<file path="src/sfcd_pkg.sv">
/*
  Constants, opcodes, command families and the decoded command carrier for
  the serial flash command decoder.
  Assumes a 10 MHz core clock that oversamples the serial link.
*/
// Summary of operation
// - Ones byte in continuous read exits to standby
// - Program suspend clears busy flag within 40 us
// - Erase suspend clears busy flag within 45 us
// - 03/13 normal reads, 50 MHz ceiling
// - 0B/0C fast reads, 133 MHz ceiling
// - 0D/0E DDR fast reads, 80 MHz ceiling
// - 02/12 page program, 133 MHz ceiling
// - 32/38/34 quad page program, 80 MHz
// - 3B/3C dual output reads, 104 MHz
// - Register write, write enable/disable, register reads
// - 30 clears fail flags, 133 MHz
// - Boot, bank, ECC, protection, pattern, OTP codes
// - Instruction bits sampled on serial clock rise
// - Busy flag high while self-timed operation runs
package sfcd_pkg;

  localparam int CLK_MHZ = 10;
  localparam int PSL_US  = 40;
  localparam int ESL_US  = 45;
  localparam int PSL_CYC = PSL_US * CLK_MHZ;
  localparam int ESL_CYC = ESL_US * CLK_MHZ;
  localparam int TMR_W   = 9;
  // Cycles taken off each suspend count to cover pin sync and commit delay
  localparam int SUSP_LEAD = 8;

  localparam logic [2:0] PIN_RST   = 3'h2;
  localparam logic [2:0] BIT_LAST  = 3'h7;
  localparam logic [2:0] BIT_FIRST = 3'h0;

  localparam logic [7:0] MHZ_50  = 8'h32;
  localparam logic [7:0] MHZ_80  = 8'h50;
  localparam logic [7:0] MHZ_104 = 8'h68;
  localparam logic [7:0] MHZ_133 = 8'h85;

  localparam logic [7:0] OP_WRITE_REGS   = 8'h01;
  localparam logic [7:0] OP_PROG         = 8'h02;
  localparam logic [7:0] OP_READ         = 8'h03;
  localparam logic [7:0] OP_WRITE_DIS    = 8'h04;
  localparam logic [7:0] OP_READ_ST1     = 8'h05;
  localparam logic [7:0] OP_WRITE_EN     = 8'h06;
  localparam logic [7:0] OP_READ_ST2     = 8'h07;
  localparam logic [7:0] OP_FAST         = 8'h0B;
  localparam logic [7:0] OP_FAST_4B      = 8'h0C;
  localparam logic [7:0] OP_DDR_FAST     = 8'h0D;
  localparam logic [7:0] OP_DDR_FAST_4B  = 8'h0E;
  localparam logic [7:0] OP_PROG_4B      = 8'h12;
  localparam logic [7:0] OP_READ_4B      = 8'h13;
  localparam logic [7:0] OP_BOOT_RD      = 8'h14;
  localparam logic [7:0] OP_BOOT_WR      = 8'h15;
  localparam logic [7:0] OP_BANK_RD      = 8'h16;
  localparam logic [7:0] OP_BANK_WR      = 8'h17;
  localparam logic [7:0] OP_ECC_RD       = 8'h18;
  localparam logic [7:0] OP_PROT_RD      = 8'h2B;
  localparam logic [7:0] OP_PROT_PROG    = 8'h2F;
  localparam logic [7:0] OP_CLEAR_ST     = 8'h30;
  localparam logic [7:0] OP_QPROG_A      = 8'h32;
  localparam logic [7:0] OP_QPROG_4B     = 8'h34;
  localparam logic [7:0] OP_READ_CFG1    = 8'h35;
  localparam logic [7:0] OP_QPROG_B      = 8'h38;
  localparam logic [7:0] OP_DUAL_OUT     = 8'h3B;
  localparam logic [7:0] OP_DUAL_OUT_4B  = 8'h3C;
  localparam logic [7:0] OP_PATTERN_RD   = 8'h41;
  localparam logic [7:0] OP_OTP_PROG     = 8'h42;
  localparam logic [7:0] OP_ERASE_SUSP   = 8'h75;
  localparam logic [7:0] OP_ERASE_RES    = 8'h7A;
  localparam logic [7:0] OP_PROG_SUSP    = 8'h85;
  localparam logic [7:0] OP_PROG_RES     = 8'h8A;
  localparam logic [7:0] OP_MODE_RESET   = 8'hFF;

  typedef enum logic [4:0] {
    FAM_NONE, FAM_READ, FAM_FAST, FAM_DDR, FAM_DUAL, FAM_PROG, FAM_QPROG,
    FAM_REG_WR, FAM_REG_RD, FAM_WEN, FAM_WDIS, FAM_CLEAR, FAM_PSUSP,
    FAM_ESUSP, FAM_PRES, FAM_ERES, FAM_MODE_RST
  } sfcd_family_t;

  typedef enum logic [1:0] {ADDR_NONE, ADDR_3OR4, ADDR_4} sfcd_addr_t;

  typedef struct packed {
    logic [7:0]   opcode;
    sfcd_family_t family;
    sfcd_addr_t   addr;
    logic [7:0]   max_mhz;
  } sfcd_cmd_t;

endpackage : sfcd_pkg

</file>
<file path="src/sfcd_latency_timer.sv">
/*
  Down-counter that times a suspend latency in core clock cycles.
  Assumes load is a one-cycle pulse on the core clock; done pulses once.
*/
`timescale 1ns/100ps
module sfcd_latency_timer
  import sfcd_pkg::*;
(
  input  wire logic             core_clk,
  input  wire logic             srst,
  input  wire logic             load,
  input  wire logic [TMR_W-1:0] load_val,
  input  wire logic             abort,
  output logic                  done
);

  logic [TMR_W-1:0] count_reg;

  always_ff @(posedge core_clk) begin
    if (srst || abort) begin
      count_reg <= '0;
    end else if (load) begin
      count_reg <= load_val;
    end else if (count_reg != '0) begin
      count_reg <= count_reg - 1'b1;
    end
  end

  assign done = (count_reg == {{(TMR_W-1){1'b0}}, 1'b1}) && !load && !abort;

endmodule : sfcd_latency_timer

</file>
<file path="src/sfcd_decoder.sv">
/*
  Instruction decode front end of a serial flash: samples the link pins,
  collects the instruction byte, classifies it, handles the mode bit reset
  escape and times program and erase suspend latency on the busy flag.
  Assumes the link pins are asynchronous to core_clk and that the serial
  clock is far slower than core_clk; the read and algorithm engines sit
  on core_clk.
*/
`timescale 1ns/100ps
module sfcd_decoder
  import sfcd_pkg::*;
(
  input  wire logic core_clk,
  input  wire logic srst,
  input  wire logic spi_sck,
  input  wire logic spi_cs_n,
  input  wire logic spi_io0,
  input  wire logic cont_read_enter,
  input  wire logic prog_busy,
  input  wire logic erase_busy,
  input  wire logic alg_paused,
  output sfcd_cmd_t cmd,
  output logic      cmd_valid,
  output logic      cmd_commit,
  output logic      mode_bit_reset_cmd,
  output logic      cont_read_active,
  output logic      prog_suspend_req,
  output logic      erase_suspend_req,
  output logic      write_in_progress_flag
);

  localparam int C_PSL = PSL_CYC;
  localparam int C_ESL = ESL_CYC;

  typedef enum logic [2:0] {ST_IDLE, ST_OPCODE, ST_CONT, ST_PASS, ST_IGNORE} sfcd_state_t;

  logic [2:0]  pin_raw;
  logic [2:0]  pin_meta_reg;
  logic [2:0]  pin_sync_reg;
  logic        sck_prev_reg;
  logic        cs_prev_reg;
  logic        sck_rise;
  logic        cs_fall;
  logic        cs_rise;
  logic        si_bit;
  sfcd_state_t state_reg;
  logic [2:0]  bit_cnt_reg;
  logic [6:0]  shift_reg;
  logic [7:0]  byte_next;
  logic        extra_reg;
  logic        cont_mode_reg;
  sfcd_cmd_t   cmd_reg;
  sfcd_cmd_t   cmd_next;
  logic        cmd_valid_reg;
  logic        commit_reg;
  logic        mode_rst_reg;
  logic        psusp_pend_reg;
  logic        psusp_reg;
  logic        esusp_pend_reg;
  logic        esusp_reg;
  logic        wip_reg;
  logic        tmr_load;
  logic [TMR_W-1:0] tmr_val;
  logic        tmr_done;
  logic        susp_abort;
  logic        commit_now;

  // Pin synchronisers; only IO0 carries instruction bits
  assign pin_raw = {spi_io0, spi_cs_n, spi_sck};

  genvar gi;
  generate
    for (gi = 0; gi < 3; gi++) begin : g_sync
      always_ff @(posedge core_clk) begin
        if (srst) begin
          pin_meta_reg[gi] <= PIN_RST[gi];
          pin_sync_reg[gi] <= PIN_RST[gi];
        end else begin
          pin_meta_reg[gi] <= pin_raw[gi];
          pin_sync_reg[gi] <= pin_meta_reg[gi];
        end
      end
    end
  endgenerate

  always_ff @(posedge core_clk) begin
    if (srst) begin
      sck_prev_reg <= 1'b0;
      cs_prev_reg  <= 1'b1;
    end else begin
      sck_prev_reg <= pin_sync_reg[0];
      cs_prev_reg  <= pin_sync_reg[1];
    end
  end

  assign sck_rise  = pin_sync_reg[0] && !sck_prev_reg && !pin_sync_reg[1];
  assign cs_fall   = !pin_sync_reg[1] && cs_prev_reg;
  assign cs_rise   = pin_sync_reg[1] && !cs_prev_reg;
  assign si_bit    = pin_sync_reg[2];
  assign byte_next = {shift_reg, si_bit};

  function automatic sfcd_cmd_t mk(input logic [7:0] op, input sfcd_family_t fam,
                                   input sfcd_addr_t ad, input logic [7:0] mhz);
    sfcd_cmd_t c;
    c.opcode  = op;
    c.family  = fam;
    c.addr    = ad;
    c.max_mhz = mhz;
    return c;
  endfunction : mk

  function automatic sfcd_cmd_t decode(input logic [7:0] op);
    sfcd_cmd_t c;
    c = mk(op, FAM_NONE, ADDR_NONE, MHZ_133);
    case (op)
      OP_READ:        c = mk(op, FAM_READ, ADDR_3OR4, MHZ_50);
      OP_READ_4B:     c = mk(op, FAM_READ, ADDR_4, MHZ_50);
      OP_FAST:        c = mk(op, FAM_FAST, ADDR_3OR4, MHZ_133);
      OP_FAST_4B:     c = mk(op, FAM_FAST, ADDR_4, MHZ_133);
      OP_DDR_FAST:    c = mk(op, FAM_DDR, ADDR_3OR4, MHZ_80);
      OP_DDR_FAST_4B: c = mk(op, FAM_DDR, ADDR_4, MHZ_80);
      OP_PROG:        c = mk(op, FAM_PROG, ADDR_3OR4, MHZ_133);
      OP_PROG_4B:     c = mk(op, FAM_PROG, ADDR_4, MHZ_133);
      OP_QPROG_A:     c = mk(op, FAM_QPROG, ADDR_3OR4, MHZ_80);
      OP_QPROG_B:     c = mk(op, FAM_QPROG, ADDR_3OR4, MHZ_80);
      OP_QPROG_4B:    c = mk(op, FAM_QPROG, ADDR_4, MHZ_80);
      OP_DUAL_OUT:    c = mk(op, FAM_DUAL, ADDR_3OR4, MHZ_104);
      OP_DUAL_OUT_4B: c = mk(op, FAM_DUAL, ADDR_4, MHZ_104);
      OP_WRITE_REGS:  c = mk(op, FAM_REG_WR, ADDR_NONE, MHZ_133);
      OP_WRITE_EN:    c = mk(op, FAM_WEN, ADDR_NONE, MHZ_133);
      OP_WRITE_DIS:   c = mk(op, FAM_WDIS, ADDR_NONE, MHZ_133);
      OP_READ_ST1:    c = mk(op, FAM_REG_RD, ADDR_NONE, MHZ_133);
      OP_READ_ST2:    c = mk(op, FAM_REG_RD, ADDR_NONE, MHZ_133);
      OP_READ_CFG1:   c = mk(op, FAM_REG_RD, ADDR_NONE, MHZ_133);
      OP_CLEAR_ST:    c = mk(op, FAM_CLEAR, ADDR_NONE, MHZ_133);
      OP_BOOT_RD:     c = mk(op, FAM_REG_RD, ADDR_NONE, MHZ_133);
      OP_BOOT_WR:     c = mk(op, FAM_REG_WR, ADDR_NONE, MHZ_133);
      OP_BANK_RD:     c = mk(op, FAM_REG_RD, ADDR_NONE, MHZ_133);
      OP_BANK_WR:     c = mk(op, FAM_REG_WR, ADDR_NONE, MHZ_133);
      OP_ECC_RD:      c = mk(op, FAM_REG_RD, ADDR_NONE, MHZ_133);
      OP_PROT_RD:     c = mk(op, FAM_REG_RD, ADDR_NONE, MHZ_133);
      OP_PROT_PROG:   c = mk(op, FAM_REG_WR, ADDR_NONE, MHZ_133);
      OP_PATTERN_RD:  c = mk(op, FAM_REG_RD, ADDR_NONE, MHZ_133);
      OP_OTP_PROG:    c = mk(op, FAM_PROG, ADDR_3OR4, MHZ_133);
      OP_PROG_SUSP:   c = mk(op, FAM_PSUSP, ADDR_NONE, MHZ_133);
      OP_ERASE_SUSP:  c = mk(op, FAM_ESUSP, ADDR_NONE, MHZ_133);
      OP_PROG_RES:    c = mk(op, FAM_PRES, ADDR_NONE, MHZ_133);
      OP_ERASE_RES:   c = mk(op, FAM_ERES, ADDR_NONE, MHZ_133);
      OP_MODE_RESET:  c = mk(op, FAM_MODE_RST, ADDR_NONE, MHZ_133);
      default:        c = mk(op, FAM_NONE, ADDR_NONE, MHZ_133);
    endcase
    return c;
  endfunction : decode

  assign cmd_next = decode(byte_next);

  // Frame sequencing
  always_ff @(posedge core_clk) begin
    if (srst) begin
      state_reg <= ST_IDLE;
    end else if (cs_rise) begin
      state_reg <= ST_IDLE;
    end else begin
      unique case (state_reg)
        ST_IDLE: begin
          if (cs_fall) begin
            state_reg <= cont_mode_reg ? ST_CONT : ST_OPCODE;
          end
        end
        ST_OPCODE: begin
          if (sck_rise && bit_cnt_reg == BIT_LAST) begin
            state_reg <= (cmd_next.family == FAM_NONE) ? ST_IGNORE : ST_PASS;
          end
        end
        ST_CONT: begin
          if (sck_rise && bit_cnt_reg == BIT_LAST) begin
            state_reg <= (byte_next == OP_MODE_RESET) ? ST_IGNORE : ST_PASS;
          end
        end
        ST_PASS: state_reg <= ST_PASS;
        ST_IGNORE: state_reg <= ST_IGNORE;
      endcase
    end
  end

  // Bit collection on serial clock rises
  always_ff @(posedge core_clk) begin
    if (srst || cs_fall) begin
      bit_cnt_reg <= BIT_FIRST;
      shift_reg   <= '0;
    end else if (sck_rise && (state_reg == ST_OPCODE || state_reg == ST_CONT)) begin
      bit_cnt_reg <= bit_cnt_reg + 1'b1;
      shift_reg   <= byte_next[6:0];
    end
  end

  always_ff @(posedge core_clk) begin
    if (srst || cs_fall) begin
      extra_reg <= 1'b0;
    end else if ((sck_rise && state_reg == ST_PASS) || state_reg == ST_CONT) begin
      // A continuous read frame never commits a stale one-byte command
      extra_reg <= 1'b1;
    end
  end

  // Continuous read mode; the escape wins over a same-cycle entry
  always_ff @(posedge core_clk) begin
    if (srst) begin
      cont_mode_reg <= 1'b0;
    end else if (state_reg == ST_CONT && sck_rise && bit_cnt_reg == BIT_LAST
                 && byte_next == OP_MODE_RESET) begin
      cont_mode_reg <= 1'b0;
    end else if (cont_read_enter) begin
      cont_mode_reg <= 1'b1;
    end
  end

  always_ff @(posedge core_clk) begin
    if (srst) begin
      cmd_reg       <= mk(OP_MODE_RESET, FAM_NONE, ADDR_NONE, MHZ_133);
      cmd_valid_reg <= 1'b0;
      mode_rst_reg  <= 1'b0;
    end else begin
      cmd_valid_reg <= 1'b0;
      mode_rst_reg  <= 1'b0;
      if (sck_rise && bit_cnt_reg == BIT_LAST) begin
        if (state_reg == ST_OPCODE && cmd_next.family != FAM_NONE) begin
          cmd_reg       <= cmd_next;
          cmd_valid_reg <= 1'b1;
          mode_rst_reg  <= (cmd_next.family == FAM_MODE_RST);
        end else if (state_reg == ST_CONT) begin
          mode_rst_reg <= (byte_next == OP_MODE_RESET);
        end
      end
    end
  end

  // One-byte commands take effect when chip select rises right after the byte
  assign commit_now = cs_rise && state_reg == ST_PASS && !extra_reg;

  always_ff @(posedge core_clk) begin
    if (srst) begin
      commit_reg <= 1'b0;
    end else begin
      commit_reg <= commit_now;
    end
  end

  // Suspend handling
  assign tmr_load = commit_now && (
      (cmd_reg.family == FAM_PSUSP && prog_busy && !psusp_pend_reg && !psusp_reg) ||
      (cmd_reg.family == FAM_ESUSP && erase_busy && !esusp_pend_reg && !esusp_reg
       && !psusp_pend_reg));
  // Count short so the flag clears within the limit measured from the pin edge
  assign tmr_val = (cmd_reg.family == FAM_PSUSP) ? TMR_W'(PSL_CYC - SUSP_LEAD)
                                                 : TMR_W'(ESL_CYC - SUSP_LEAD);
  assign susp_abort = alg_paused && (psusp_pend_reg || esusp_pend_reg);

  sfcd_latency_timer u_timer (
    .core_clk (core_clk),
    .srst     (srst),
    .load     (tmr_load),
    .load_val (tmr_val),
    .abort    (susp_abort),
    .done     (tmr_done)
  );

  always_ff @(posedge core_clk) begin
    if (srst || !prog_busy) begin
      psusp_pend_reg <= 1'b0;
      psusp_reg      <= 1'b0;
    end else if (tmr_load && cmd_reg.family == FAM_PSUSP) begin
      psusp_pend_reg <= 1'b1;
    end else if (psusp_pend_reg && (tmr_done || alg_paused)) begin
      psusp_pend_reg <= 1'b0;
      psusp_reg      <= 1'b1;
    end else if (commit_now && cmd_reg.family == FAM_PRES) begin
      psusp_reg <= 1'b0;
    end
  end

  always_ff @(posedge core_clk) begin
    if (srst || !erase_busy) begin
      esusp_pend_reg <= 1'b0;
      esusp_reg      <= 1'b0;
    end else if (tmr_load && cmd_reg.family == FAM_ESUSP) begin
      esusp_pend_reg <= 1'b1;
    end else if (esusp_pend_reg && (tmr_done || alg_paused)) begin
      esusp_pend_reg <= 1'b0;
      esusp_reg      <= 1'b1;
    end else if (commit_now && cmd_reg.family == FAM_ERES) begin
      esusp_reg <= 1'b0;
    end
  end

  always_ff @(posedge core_clk) begin
    if (srst) begin
      wip_reg <= 1'b0;
    end else begin
      wip_reg <= (prog_busy && !psusp_reg) || (erase_busy && !esusp_reg);
    end
  end

  assign cmd                    = cmd_reg;
  assign cmd_valid              = cmd_valid_reg;
  assign cmd_commit             = commit_reg;
  assign mode_bit_reset_cmd     = mode_rst_reg;
  assign cont_read_active       = cont_mode_reg;
  assign prog_suspend_req       = psusp_pend_reg || psusp_reg;
  assign erase_suspend_req      = esusp_pend_reg || esusp_reg;
  assign write_in_progress_flag = wip_reg;

  a_mode_rst_exit: assert property (@(posedge core_clk) disable iff (srst)
    (state_reg == ST_CONT && sck_rise && bit_cnt_reg == BIT_LAST && byte_next == OP_MODE_RESET)
    |=> !cont_mode_reg && mode_rst_reg && state_reg == ST_IGNORE)
    else $error("mode bit reset did not leave continuous read");

  a_psl_limit: assert property (@(posedge core_clk) disable iff (srst)
    ($rose(psusp_pend_reg) && !erase_busy) |-> ##[1:C_PSL] !wip_reg)
    else $error("program suspend latency exceeded");

  a_esl_limit: assert property (@(posedge core_clk) disable iff (srst)
    ($rose(esusp_pend_reg) && !prog_busy) |-> ##[1:C_ESL] !wip_reg)
    else $error("erase suspend latency exceeded");

  a_read_decode: assert property (@(posedge core_clk) disable iff (srst)
    (cmd_valid_reg && (cmd_reg.opcode == OP_READ || cmd_reg.opcode == OP_READ_4B))
    |-> cmd_reg.family == FAM_READ && cmd_reg.max_mhz == MHZ_50)
    else $error("normal read misdecoded");

  a_fast_decode: assert property (@(posedge core_clk) disable iff (srst)
    (cmd_valid_reg && cmd_reg.opcode == OP_FAST_4B)
    |-> cmd_reg.family == FAM_FAST && cmd_reg.addr == ADDR_4 && cmd_reg.max_mhz == MHZ_133)
    else $error("fast read misdecoded");

  a_qprog_decode: assert property (@(posedge core_clk) disable iff (srst)
    (cmd_valid_reg && cmd_reg.family == FAM_QPROG) |-> cmd_reg.max_mhz == MHZ_80)
    else $error("quad program ceiling wrong");

  a_dual_decode: assert property (@(posedge core_clk) disable iff (srst)
    (cmd_valid_reg && cmd_reg.opcode == OP_DUAL_OUT_4B)
    |-> cmd_reg.family == FAM_DUAL && cmd_reg.addr == ADDR_4 && cmd_reg.max_mhz == MHZ_104)
    else $error("dual output read misdecoded");

  a_wip_busy: assert property (@(posedge core_clk) disable iff (srst)
    (!prog_busy && !erase_busy) [*2] |-> !write_in_progress_flag)
    else $error("busy flag set while idle");

  a_ignore_hold: assert property (@(posedge core_clk) disable iff (srst)
    (state_reg == ST_IGNORE && !cs_rise) |=> state_reg == ST_IGNORE && !cmd_valid_reg)
    else $error("ignored frame produced a command");

  c_mode_rst_exit: cover property (@(posedge core_clk) disable iff (srst)
    cont_mode_reg ##1 !cont_mode_reg);
  c_prog_susp: cover property (@(posedge core_clk) disable iff (srst)
    psusp_pend_reg ##1 psusp_reg);
  c_erase_susp: cover property (@(posedge core_clk) disable iff (srst)
    esusp_pend_reg ##1 esusp_reg);
  c_read_cmd: cover property (@(posedge core_clk) disable iff (srst)
    cmd_valid_reg && cmd_reg.family == FAM_READ);

endmodule : sfcd_decoder

</file>
<file path="config.mk">
export PLATFORM = sky130hd
export DESIGN_NAME = sfcd_decoder
export DESIGN_NICKNAME = d
export VERILOG_FILES = /design/src/sfcd_pkg.sv /design/src/sfcd_latency_timer.sv /design/src/sfcd_decoder.sv
export SDC_FILE = /design/constraint.sdc
export NUM_CORES = 1
export LEC_CHECK = 0
export BUFFER_PORTS_ARGS = -buffer_cell sky130_fd_sc_hd__buf_4
export CAP_MARGIN = 15
export CORE_ASPECT_RATIO = 1.75
export CORE_MARGIN = 4
export CORE_UTILIZATION = 58
export DETAILED_ROUTE_END_ITERATION = 8
export GPL_ROUTABILITY_DRIVEN = 1
export PLACE_DENSITY = 0.9
export SLEW_MARGIN = 20
export SYNTH_ARGS = -nofsm -noshare
export SYNTH_HDL_FRONTEND = slang
export SYNTH_SLANG_ARGS = --single-unit
</file>
<file path="constraint.sdc">
create_clock -name core_clk -period 3.1 [get_ports core_clk]
set_clock_uncertainty 0.1 [all_clocks]
set_input_delay 0.62 -clock core_clk [delete_from_list [all_inputs] [get_ports core_clk]]
set_output_delay 0.62 -clock core_clk [all_outputs]
set_load 0.005 [all_outputs]
</file>
==> summary.txt <==
Global routing
  – GR peak layer: met2
  – First-pass GRT wire length: ~14000 um
  – Largest net degree at the start of global routing: 50
  – Congestion Overflow GR: 0
  – Met1 usage: 0.2717
  – Met2 global-route usage: 0.4764
  – Total Routing Usage GR: 0.2621
  – Vias in the first global route: 3220
  – Met3 Usage GRT: 0.05925
  – Antenna violations before repair: 0

Critical path
  – Worst r2r src: shift_reg[3]
  – Crit path launch type: flop
  – Worst Setup EP: cmd[19]
  – CP startpoint: shift_reg[3]
  – Worst R2R End: cmd[19]
  – Crit Path Class: flop to flop
  – CP arrival: 3010 ps
  – Crit path max fanout: 16
  – Reg2reg path depth: 8
  – Kind of end point of the critical path: flop
  – Worst EP required: 3270 ps
  – R2R Setup Slk: 260 ps

Place
  – GPL Wtd Cong: around 0.87
  – Port Buf Inserts: 38
  – Pre-CTS setup slack: 68.68 ps
  – Post-DP HPWL: 6458 um

Floorplanning
  – Io pins: 39
  – Die height: roughly 110 um
  – Core footprint: 5585 um2
  – Num rows: 36
  – Die ar.: 7100 um2
  – Die X-Extent: 65.44 um
  – Initial Util: 0.5995

Synthesis
  – Syn avg cell area: 8.087 um2
  – Commonest cells post-synth: dfxtp_1, nor2_1, nand2_1
  – Post-synth EDFFs: 0
  – Yosys top cell by area: dfxtp_1
  – #FFs+latches synth: 61
  – Most frequent cell after synthesis: dfxtp_1
  – Syn_nets: roughly 430
  – Synth cell types: 62
  – Top post-synthesis cells by area: dfxtp_1, nor2_1, mux2i_1
  – Ys Warns: 0
  – Share of the synthesized area in the top cell type: 0.3647
  – Post-synthesis cell area: 3348 um2
  – Sequential fraction of the synthesis area: 0.3647
  – Post-synthesis cell count: 414
  – Dominant synthesized flop cell: dfxtp_1
  – Ys async rst share: 0

Clock tree
  – Num Clock Sinks: 61
  – H-tree levels: 3
  – CTS tree: yes
  – Clock root buffer: clkbuf_8
  – Post-CTS Setup Repair Bufs: 0
  – Worst-Skew Late Latency: 350 ps
  – CTS Buffer Depth: 2
  – Worst-path clk slew: approximately 60 ps
  – CTS Buf Count: 9

Hold path
  – Hold Path Class: flop to flop

STA
  – Slew HR: 0.6058
  – Worst-Margin Slew: 590.5 ps
  – Final hold viol count: 0
  – Aggregate negative setup slack: 0 ps
  – PnR worst setup slack: about 260 ps
  – Fin crit share: 0.9170
  – F_max: 0.3518 GHz
  – Fin crit period: 2843 ps
  – Final-report max-slew violation count: 0
  – Final Setup Violations: 0

Detailed routing
  – Post-route ant nets: 0
  – Drt initial violations: 167
  – Drc violations: 0
  – Routed WL: roughly 8600 um
  – DRT Pass-1 Iters: 4
  – Wirelength per Cell: 15.80 um
  – Vias per cell: 5.879
  – Vias: around 3200

Cells and area
  – Flip-flop count of the largest register after layout: 21
  – Area grow syn2layout: 21.41%
  – Nets: 477
  – # diodes: 0
  – Share of cells above drive strength 1: 0.2281
  – Final cell utilization of the core: 0.7278

Power
  – Max VDD drop: 0.3570 mV
  – P per Cell Area: 501.5 nW/um2
  – Leak: 1.728 nW

Job
  – Max cap viols: 0

Status
  – Status: completed
[cell families (layout without fill, tap and decap cells)]
kind of cell	Yosys count	after routing	synth area share
and+or+nand+nor	189	189	0.2885
AOI/OAI and AO/OA	80	80	0.1570
DFF	61	61	0.3647
buffers and inverters	43	98	0.05792
muxes	28	28	0.09342
xor gates and xnor gates	9	9	0.02354
adders and majority gates	4	4	0.01495
[worst min path at each step]
| stage | startpoint | end | slack (ps) | depth (start not counted) |
|---|---|---|---|---|
| final | pin_meta_reg[1] | pin_sync_reg[1] | 340 | 1 |
| after global routing | spi_cs_n | pin_meta_reg[1] | 340 | 2 |
| after floorplan | pin_meta_reg[1] | pin_sync_reg[1] | 290 | 1 |
| after global placement | pin_meta_reg[1] | pin_sync_reg[1] | 290 | 1 |
| after detailed placement | pin_meta_reg[1] | pin_sync_reg[1] | 320 | 1 |
| after CTS | pin_meta_reg[1] | pin_sync_reg[1] | 340 | 1 |
[power breakdown]
group	leakage, nW	switching [mW]	internal, mW	total, mW
clock network	0.116	0.299	0.494	0.793
registers	0.496	0.0490	0.834	0.883
logic	1.12	0.202	0.161	0.363
total	1.73	0.550	1.49	2.04
[critical path: stages, from the launching register on]
cell       delay (ps)
dfxtp_1           600
and4b_1           250
o2111ai_1         260
and3b_1           220
nand3_1            90
nand4b_1          260
o21ai_4           470
buf_4             290
mux2i_1           220
[area by class of cell]
class                           count  area [um2]
Clock buffer                       12       155.1
Clock inverter                      4       70.07
Fill cell                         472        1520
Inverter                           12       45.04
Multi-Input combinational cell    310        1941
Sequential cell                    61        1221
Tap cell                           76       95.09
Timing Repair Buffer               70       538.0
[through the flow]
stage	power, mW	hold slack (ps)	instances	area (um2)
4_1_cts	2.048	340.5	545	4058
6_report	2.039	337.8	545	4065
3_3_place_gp	1.238	293.0	529	3832
5_1_grt	2.142	344.7	545	4065
3_5_place_dp	1.259	321.1	529	3832
2_1_floorplan	1.167	289.5	414	3348
[layout by cell type, fill, tap and decap left out, types with 3 or more instances in the layout]
master / netlist / final
nor2_1: 59 / 59
a211oi_1: 4 / 4
nand2_1: 43 / 43
nor2b_1: 17 / 17
o21ai_0: 13 / 13
nand3_1: 12 / 12
and4b_1: 3 / 3
o32ai_1: 3 / 3
clkbuf_8: 0 / 11
nor3b_1: 3 / 3
nor3_1: 13 / 13
inv_1: 12 / 12
xor2_1: 3 / 3
or2_2: 7 / 7
a21oi_1: 30 / 30
ha_1: 4 / 4
nor4_1: 7 / 7
o41ai_1: 3 / 3
xnor2_1: 6 / 6
mux2i_1: 20 / 20
o311ai_0: 3 / 3
dfxtp_1: 61 / 61
mux2_4: 6 / 6
nand2b_1: 5 / 5
or4_1: 3 / 3
buf_4: 3 / 69
[what timing repair did]
item,CTS,global route
setup endpoints to repair,0,16
hold buffers,0,0
gates resized for setup,0,1
[metal layers]
metal	up-vias	wire, um	part of all wire
met3	26	341	0.040
met5	-	0	0
met2	100	4711	0.55
li1	1575	-	-
met4	0	330	0.038
met1	1503	3228	0.37
No activity file was read; power rests on OpenSTA's default activity.
